### config.mk
export PLATFORM = sky130hd
export DESIGN_NAME = dtxr_regs
export DESIGN_NICKNAME = d
export VERILOG_FILES = /design/src/verilog/unused_placeholder_none.sv /design/src/verilog/dtxr_pkg.sv /design/src/verilog/dtxr_chan_delay.sv /design/src/verilog/dtxr_regs.sv
export SDC_FILE = /design/constraint.sdc
export NUM_CORES = 1
export LEC_CHECK = 0
export ABC_CLOCK_PERIOD_IN_PS = 5600
export BUFFER_PORTS_ARGS = -buffer_cell sky130_fd_sc_hd__buf_2
export CAP_MARGIN = 25
export CORE_ASPECT_RATIO = 1.2
export CORE_MARGIN = 2
export CORE_UTILIZATION = 41
export CTS_CLUSTER_SIZE = 28
export DETAILED_ROUTE_END_ITERATION = 12
export GPL_TIMING_DRIVEN = 0
export PLACE_DENSITY_LB_ADDON = 0.1
export SLEW_MARGIN = 10
export SYNTH_ARGS = -nofsm -noshare
export SYNTH_HDL_FRONTEND = slang
export SYNTH_HIERARCHICAL = 1
export SYNTH_SLANG_ARGS = --single-unit
### constraint.sdc
create_clock -name sys_clk -period 5.6 [get_ports sys_clk]
set_input_delay 0.84 -clock sys_clk [delete_from_list [all_inputs] [get_ports sys_clk]]
set_output_delay 0.84 -clock sys_clk [all_outputs]
set_load 0.02 [all_outputs]
### src/verilog/unused_placeholder_none.sv
// intentionally empty design file
`default_nettype none
`default_nettype wire
### src/verilog/dtxr_pkg.sv
// constants and types shared by the converter control register slice
`default_nettype none
package dtxr_pkg;
   // ****************************************
   // register offsets
   // ****************************************
   localparam logic [7:0] PAGE_SELECT_ADDR = 8'h08;
   localparam logic [7:0] TXEN_GATING_ADDR = 8'h12;
   localparam logic [7:0] PWR_PROTECT_ADDR = 8'h13;
   localparam logic [7:0] OUT_DELAY_ADDR = 8'h14;
   localparam logic [7:0] LATCH_MODE0_ADDR = 8'h1F;
   localparam logic [7:0] EVENT_STATUS_ADDR = 8'h24;

   // ****************************************
   // field positions
   // ****************************************
   localparam int CH0_GATE_BIT = 0;
   localparam int CH1_GATE_BIT = 1;
   localparam int SPI_PROTECT_BIT = 2;
   localparam int SPI_PROTECT_OUT_BIT = 3;
   localparam int TX_PROTECT_OUT_BIT = 5;
   localparam int PLL_LOST_BIT = 5;
   localparam int CAL_FAIL_BIT = 6;
   localparam int CAL_PASS_BIT = 7;
   localparam int DELAY_CODE_W = 4;

   // ****************************************
   // reset values and masks
   // ****************************************
   localparam logic [1:0] PAGE_RESET = 2'h3;
   localparam logic [1:0] PAGE_CH0 = 2'h1;
   localparam logic [1:0] PAGE_CH1 = 2'h2;
   localparam logic [1:0] PAGE_BOTH = 2'h3;
   localparam logic [3:0] DELAY_RESET = 4'h8;
   localparam int DELAY_TAPS = 9; // taps needed to reach the longest delay code
   localparam logic [7:0] PWR_PROTECT_MASK = 8'h2C;
   localparam logic [7:0] LATCH_MODE_MASK = 8'hE0;
   localparam logic [7:0] GATE_MASK = 8'h03;

   // ****************************************
   // register access request
   // ****************************************
   typedef struct packed {
      logic [7:0] addr;
      logic [7:0] wrData;
      logic wrEn;
      logic rdEn;
   } dtxr_req_t;

   typedef enum logic [1:0] {
      DTXR_TGT_NONE,
      DTXR_TGT_CH0,
      DTXR_TGT_CH1,
      DTXR_TGT_BOTH
   } dtxr_target_t;
endpackage : dtxr_pkg
`default_nettype wire

### src/verilog/dtxr_chan_delay.sv
// one converter channel's half-step group delay line
`default_nettype none
module dtxr_chan_delay #(
   parameter int DATA_W = 16,
   parameter int DEPTH = 9
) (
   input wire logic sys_clk,
   input wire logic rst_n,
   input wire logic [DATA_W-1:0] sampleIn,
   input wire logic [3:0] delayCode,
   output logic [DATA_W-1:0] sampleOut
);
   logic [DATA_W-1:0] tap_r [DEPTH];
   logic [DATA_W-1:0] whole;
   logic [DATA_W-1:0] later;
   logic [DATA_W:0] pairSum;
   logic [DATA_W-1:0] sampleOut_nxt;

   // ****************************************
   // shift line, one tap per converter clock
   // ****************************************
   always_ff @(posedge sys_clk or negedge rst_n) begin
      if (!rst_n) begin
         for (int i = 0; i < DEPTH; i++) begin
            tap_r[i] <= '0;
         end
      end else begin
         tap_r[0] <= sampleIn;
         for (int i = 1; i < DEPTH; i++) begin
            tap_r[i] <= tap_r[i-1];
         end
      end
   end

   // ****************************************
   // tap select and half-period interpolation
   // ****************************************
   // code zero shortest delay
   always_comb begin
      whole = tap_r[delayCode[3:1]];
      later = tap_r[{1'b0, delayCode[3:1]} + 4'h1]; // widened so the top code reaches the last tap
      pairSum = {1'b0, whole} + {1'b0, later};
      sampleOut_nxt = delayCode[0] ? pairSum[DATA_W:1] : whole; // mean of neighbours sits half a period later
   end

   always_ff @(posedge sys_clk or negedge rst_n) begin
      if (!rst_n) begin
         sampleOut <= '0;
      end else begin
         sampleOut <= sampleOut_nxt;
      end
   end
endmodule : dtxr_chan_delay
`default_nettype wire

### src/verilog/dtxr_regs.sv
// control registers for transmit-enable gating, group delay and event status modes
`default_nettype none
module dtxr_regs #(
   parameter int DATA_W = 16
) (
   input wire logic sys_clk,
   input wire logic rst_n,
   input wire dtxr_pkg::dtxr_req_t regReq,
   output logic [7:0] regRdData,
   input wire logic transmit_enable_pin_0,
   input wire logic transmit_enable_pin_1,
   input wire logic calPassCond,
   input wire logic calFailCond,
   input wire logic pllLostCond,
   input wire logic [DATA_W-1:0] ch0SampleIn,
   input wire logic [DATA_W-1:0] ch1SampleIn,
   output logic [DATA_W-1:0] ch0SampleOut,
   output logic [DATA_W-1:0] ch1SampleOut,
   output logic ch0PowerDown,
   output logic ch1PowerDown,
   output logic irq_n
);
   logic [1:0] pageSel_r;
   logic [7:0] gating_r;
   logic [7:0] protect0_r;
   logic [7:0] protect1_r;
   logic [3:0] delay0_r;
   logic [3:0] delay1_r;
   logic [7:0] latchMode_r;
   logic [2:0] condPrev_r;
   logic [2:0] latched_r;
   logic [2:0] cond;
   logic [2:0] mode;
   logic [2:0] rise;
   logic [2:0] clearReq;
   logic [2:0] latched_nxt;
   logic [2:0] shown;
   logic wrCh0;
   logic wrCh1;
   logic rdCh1;
   logic [7:0] rdMux;
   dtxr_pkg::dtxr_target_t target;

   // ****************************************
   // page decode
   // ****************************************
   // page steers paged access
   always_comb begin
      case (pageSel_r)
         dtxr_pkg::PAGE_CH0: target = dtxr_pkg::DTXR_TGT_CH0;
         dtxr_pkg::PAGE_CH1: target = dtxr_pkg::DTXR_TGT_CH1;
         dtxr_pkg::PAGE_BOTH: target = dtxr_pkg::DTXR_TGT_BOTH;
         default: target = dtxr_pkg::DTXR_TGT_NONE;
      endcase
      wrCh0 = (target == dtxr_pkg::DTXR_TGT_CH0) || (target == dtxr_pkg::DTXR_TGT_BOTH);
      wrCh1 = (target == dtxr_pkg::DTXR_TGT_CH1) || (target == dtxr_pkg::DTXR_TGT_BOTH);
      rdCh1 = (target == dtxr_pkg::DTXR_TGT_CH1); // both-page reads come from channel 0
   end

   // ****************************************
   // plain control registers
   // ****************************************
   // reserved bits dropped on write
   always_ff @(posedge sys_clk or negedge rst_n) begin
      if (!rst_n) begin
         pageSel_r <= dtxr_pkg::PAGE_RESET;
         gating_r <= 8'h00;
         latchMode_r <= 8'h00;
      end else if (regReq.wrEn) begin
         if (regReq.addr == dtxr_pkg::PAGE_SELECT_ADDR) begin
            pageSel_r <= regReq.wrData[1:0];
         end
         if (regReq.addr == dtxr_pkg::TXEN_GATING_ADDR) begin
            gating_r <= regReq.wrData & dtxr_pkg::GATE_MASK;
         end
         if (regReq.addr == dtxr_pkg::LATCH_MODE0_ADDR) begin
            latchMode_r <= regReq.wrData & dtxr_pkg::LATCH_MODE_MASK;
         end
      end
   end

   // ****************************************
   // paged per-channel registers
   // ****************************************
   // each channel keeps its own delay
   always_ff @(posedge sys_clk or negedge rst_n) begin
      if (!rst_n) begin
         protect0_r <= 8'h00;
         protect1_r <= 8'h00;
         delay0_r <= dtxr_pkg::DELAY_RESET;
         delay1_r <= dtxr_pkg::DELAY_RESET;
      end else if (regReq.wrEn) begin
         if (regReq.addr == dtxr_pkg::PWR_PROTECT_ADDR && wrCh0) begin
            protect0_r <= regReq.wrData & dtxr_pkg::PWR_PROTECT_MASK;
         end
         if (regReq.addr == dtxr_pkg::PWR_PROTECT_ADDR && wrCh1) begin
            protect1_r <= regReq.wrData & dtxr_pkg::PWR_PROTECT_MASK;
         end
         if (regReq.addr == dtxr_pkg::OUT_DELAY_ADDR && wrCh0) begin
            delay0_r <= regReq.wrData[dtxr_pkg::DELAY_CODE_W-1:0];
         end
         if (regReq.addr == dtxr_pkg::OUT_DELAY_ADDR && wrCh1) begin
            delay1_r <= regReq.wrData[dtxr_pkg::DELAY_CODE_W-1:0];
         end
      end
   end

   // ****************************************
   // transmit-enable power gating
   // ****************************************
   // a fall of the pin is the first low cycle, so the level form covers the edge and the hold
   always_ff @(posedge sys_clk or negedge rst_n) begin
      if (!rst_n) begin
         ch0PowerDown <= 1'b0;
         ch1PowerDown <= 1'b0;
      end else begin
         ch0PowerDown <= gating_r[dtxr_pkg::CH0_GATE_BIT] & ~transmit_enable_pin_0;
         ch1PowerDown <= gating_r[dtxr_pkg::CH1_GATE_BIT] & ~transmit_enable_pin_1;
      end
   end

   // ****************************************
   // event flags: latched or live
   // ****************************************
   always_comb begin
      cond = {calPassCond, calFailCond, pllLostCond};
      mode = {latchMode_r[dtxr_pkg::CAL_PASS_BIT], latchMode_r[dtxr_pkg::CAL_FAIL_BIT],
              latchMode_r[dtxr_pkg::PLL_LOST_BIT]};
      rise = cond & ~condPrev_r;
      clearReq = (regReq.wrEn && regReq.addr == dtxr_pkg::EVENT_STATUS_ADDR) ? regReq.wrData[7:5] : 3'h0;
      latched_nxt = mode & (rise | (latched_r & ~clearReq)); // a new rise beats a clear
      shown = (mode & latched_r) | (~mode & cond); // clear mode shows live condition
   end

   always_ff @(posedge sys_clk or negedge rst_n) begin
      if (!rst_n) begin
         condPrev_r <= 3'h0;
         latched_r <= 3'h0;
      end else begin
         condPrev_r <= cond;
         latched_r <= latched_nxt;
      end
   end

   // interrupt low while any latched flag stands
   always_ff @(posedge sys_clk or negedge rst_n) begin
      if (!rst_n) begin
         irq_n <= 1'b1;
      end else begin
         irq_n <= ~|latched_nxt;
      end
   end

   // ****************************************
   // read-back
   // ****************************************
   // reserved bits read zero
   always_comb begin
      case (regReq.addr)
         dtxr_pkg::PAGE_SELECT_ADDR: rdMux = {6'h00, pageSel_r};
         dtxr_pkg::TXEN_GATING_ADDR: rdMux = gating_r;
         dtxr_pkg::PWR_PROTECT_ADDR: rdMux = rdCh1 ? protect1_r : protect0_r;
         dtxr_pkg::OUT_DELAY_ADDR: rdMux = {4'h0, rdCh1 ? delay1_r : delay0_r};
         dtxr_pkg::LATCH_MODE0_ADDR: rdMux = latchMode_r;
         dtxr_pkg::EVENT_STATUS_ADDR: rdMux = {shown, 5'h00};
         default: rdMux = 8'h00;
      endcase
   end

   always_ff @(posedge sys_clk or negedge rst_n) begin
      if (!rst_n) begin
         regRdData <= 8'h00;
      end else if (regReq.rdEn) begin
         regRdData <= rdMux;
      end
   end

   // ****************************************
   // per-channel delay lines
   // ****************************************
   dtxr_chan_delay #(.DATA_W(DATA_W), .DEPTH(dtxr_pkg::DELAY_TAPS)) u_delay0 (
      .sys_clk(sys_clk),
      .rst_n(rst_n),
      .sampleIn(ch0SampleIn),
      .delayCode(delay0_r),
      .sampleOut(ch0SampleOut)
   );

   dtxr_chan_delay #(.DATA_W(DATA_W), .DEPTH(dtxr_pkg::DELAY_TAPS)) u_delay1 (
      .sys_clk(sys_clk),
      .rst_n(rst_n),
      .sampleIn(ch1SampleIn),
      .delayCode(delay1_r),
      .sampleOut(ch1SampleOut)
   );
endmodule : dtxr_regs
`default_nettype wire

==> impl_metrics.env <==
export IMPL_status="completed"
export IMPL_vias=9529
export IMPL_cp_required_ns=6.02
export IMPL_p_per_area_mw_per_mm2=315.6
export IMPL_worst_slew_pin_slew_ns=0.9585
export IMPL_start_kind="register"
export IMPL_overflow=0
export IMPL_grt_antenna_before_repair=1
export IMPL_drc=0
export IMPL_min_period_ns=4.911
export IMPL_cp_max_fo=10
export IMPL_p_leak_uw=0.007588
export IMPL_wl_per_cell_um=21.07
export IMPL_drv_slew=0
export IMPL_drtIter0Drc=425
export IMPL_fin_util=0.4785
export IMPL_port_buffers=96
export IMPL_cts_made_buffers=38
export IMPL_clock_path_buffers=3
export IMPL_io_pins=100
export IMPL_synthDistinctLibCells=84
export IMPL_stdcell_count=1714
export IMPL_clock_skew_ns=0.01156
export IMPL_drt_total_wl_um=36120
export IMPL_grt_max_degree=109
export IMPL_track_usage=0.1846
export IMPL_ys_seq_area_frac=0.5625
export IMPL_postCtsSetupRepairBufs=0
export IMPL_grt_pass1_wl_um=57570
export IMPL_hold_violations=0
export IMPL_gp_congestion=0.8393
export IMPL_hold_buffers=0
export IMPL_dpl_hpwl_um=24990
export IMPL_first_pass_iters=5
export IMPL_design_core_area_mm2=0.03855
export IMPL_die_area_mm2=0.04036
export IMPL_synth_flop_cell="dfrtp_1"
export IMPL_ir_worst_vdd_v=0.0002159
export IMPL_synthCells=1056
export IMPL_relSlewSlack=0.3593
export IMPL_synth_seq_cells=357
export IMPL_clkSinkCount=357
export IMPL_worstSetupPathType="reg2reg"
export IMPL_ant_nets=0
export IMPL_viasPerCell=5.560
export IMPL_drive_gt1_frac=0.3236
export IMPL_ys_warnings_count=6
export IMPL_initial_core_util=0.4123
export IMPL_clk_pin_slew_worst_paths_ns=0.06
export IMPL_clk_latency_ns=0.54
export IMPL_htree_levels=2
export IMPL_rows=79
export IMPL_cts_tree="built"
export IMPL_syn_nets=1147
export IMPL_areaGrowthSynthToFinish_pct=16.06
export IMPL_root_buffer="clkbuf_16"
export IMPL_synthArstFlopShare=1.000
export IMPL_die_h_um=219.7
export IMPL_maxCapViolations=0
export IMPL_ctsResizeCount=0
export IMPL_final_cell_mix="dfrtp_1 (352), mux4_2 (125), buf_2 (110), nand2_1 (64), mux2_2 (59)"
export IMPL_hold_slack_ns=0.2783
export IMPL_synth_edff_count=0
export IMPL_critical_path_arrival_ns=5.33
export IMPL_place_inst=1644
export IMPL_first_global_vias=10140
export IMPL_hold_path_class="in2async"
export IMPL_fin_nets=1291
export IMPL_setup_violations_final=0
export IMPL_fin_crit_sh=0.8770
export IMPL_synthesis_area_mm2=0.01589
export IMPL_rsz0062_at_grt="false"
export IMPL_fmax_mhz=203.6
export IMPL_syn_area_per_cell_um2=15.05
export IMPL_fp_dieW_um=183.7
export IMPL_final_common_cell="dfrtp_1"
export IMPL_endpoint_kind="register"
[stage by stage]
step | total power (µW) | cell area (µm²) | setup TNS, ns | worst slack, ns
6_report | 5822 | 18450 | 0 | 0.6886
5_1_grt | 6080 | 18450 | 0 | 0.3880
4_1_cts | 5918 | 18420 | 0 | 0.5628
3_5_place_dp | 3266 | 17110 | 0 | 0.5926
3_3_place_gp | 3253 | 16980 | -1102.07 | -3.156
2_1_floorplan | 3083 | 15890 | 0 | 1.614
[flip-flops by register name (all words and copies together), names as in the netlist]
| signal | cells |
|---|---|
| ch0PowerDown | 1 |
| irq_n | 1 |
| latched_r | 3 |
| pageSel_r | 2 |
| latchMode_r | 3 |
| condPrev_r | 3 |
| delay1_r | 4 |
| u_delay1/tap_r | 144 |
| gating_r | 2 |
| u_delay0/sampleOut | 16 |
| protect1_r | 3 |
| delay0_r | 4 |
| u_delay0/tap_r | 144 |
| u_delay1/sampleOut | 16 |
| regRdData | 7 |
| ch1PowerDown | 1 |
| protect0_r | 3 |
[final cells by class]
class	instances	area, µm²
Clock inverter	12	146.4
Multi-Input combinational cell	630	6639
Fill cell	3387	20100
Timing Repair Buffer	104	636.9
Antenna cell	1	2.502
Tap cell	486	608.1
Sequential cell	357	8940
Inverter	16	60.06
Clock buffer	55	1159
Buffer	53	254.0
[routing by layer]
layer  up-vias  part of all wire  global-route usage
li1       4307                 -                   -
met1      5033              0.42              0.2336
met2       149              0.53              0.3307
met3        40             0.032             0.02859
met4         0             0.017             0.04907
met5         -                 0                   0
[report_power, final]
group / internal, µW / total [µW] / switching (µW)
registers: 2700 / 2780 / 79.8
logic: 200 / 432 / 233
clock network: 1580 / 2600 / 1030
total: 4480 / 5820 / 1340
[critical path: stages, from the launching register on]
cell,delay (ns)
dfrtp_1,0.48
buf_2,0.35
buf_2,0.40
clkbuf_1,0.57
buf_2,0.46
mux4_2,0.37
mux2i_1,0.17
o21ai_1,0.11
ha_1,0.38
a21oi_1,0.18
o22ai_1,0.11
o21ai_0,0.28
nand2b_1,0.13
o21bai_1,0.36
a211oi_1,0.14
nor3_1,0.29
[Yosys cell counts (all sizes together), types with 4 or more instances]
library cell / count / area [µm²]
a211oi: 4 / 35.03
a21boi: 5 / 37.53
a21o: 12 / 90.09
a21oi: 30 / 153.9
a22oi: 6 / 45.04
a31oi: 6 / 37.54
and2: 5 / 31.28
and3: 6 / 37.54
and4: 4 / 36.29
buf: 27 / 146.4
clkbuf: 26 / 107.6
dfrtp: 352 / 8808
dfstp: 5 / 131.4
ha: 32 / 400.4
inv: 16 / 60.05
mux2: 64 / 728.2
mux2i: 36 / 360.4
mux4: 126 / 2841
nand2: 64 / 240.2
nand2b: 7 / 43.79
nand3: 9 / 45.04
nor2: 36 / 135.1
nor2b: 6 / 37.54
nor3: 9 / 45.04
nor3b: 4 / 30.03
nor4: 5 / 31.28
nor4b: 4 / 47.55
o21a: 10 / 75.07
o21ai: 53 / 269.0
o21bai: 4 / 30.03
o31ai: 4 / 30.03
or3: 9 / 56.30
xnor2: 13 / 113.9
xor2: 7 / 87.59
[kinds of logic after synthesis]
family,synth area share
adders and majority gates,0.02771
other,0.0002360
and+or+nand+nor,0.05944
muxes,0.2473
AOI/OAI and AO/OA,0.07038
xor gates and xnor gates,0.01268
buffers and inverters,0.01976
DFF,0.5625
[path summary, 6_finish.rpt]
check | startpoint | endpoint | slack, ns | cells past startpoint
worst max-delay path | delay0_r[1] | u_delay0/sampleOut[12] | 0.69 | 15
worst min-delay path | rst_n | u_delay1/tap_r[26] | 0.28 | 1
worst max register to register | delay0_r[1] | u_delay0/sampleOut[12] | 0.69 | 15
worst min register to register | u_delay1/tap_r[100] | u_delay1/tap_r[84] | 0.39 | 0
max in group asynchronous | rst_n | u_delay0/tap_r[27] | 4.35 | 2
min in group sys_clk | u_delay1/tap_r[100] | u_delay1/tap_r[84] | 0.39 | 0
(Power assumes the default switching activity.)
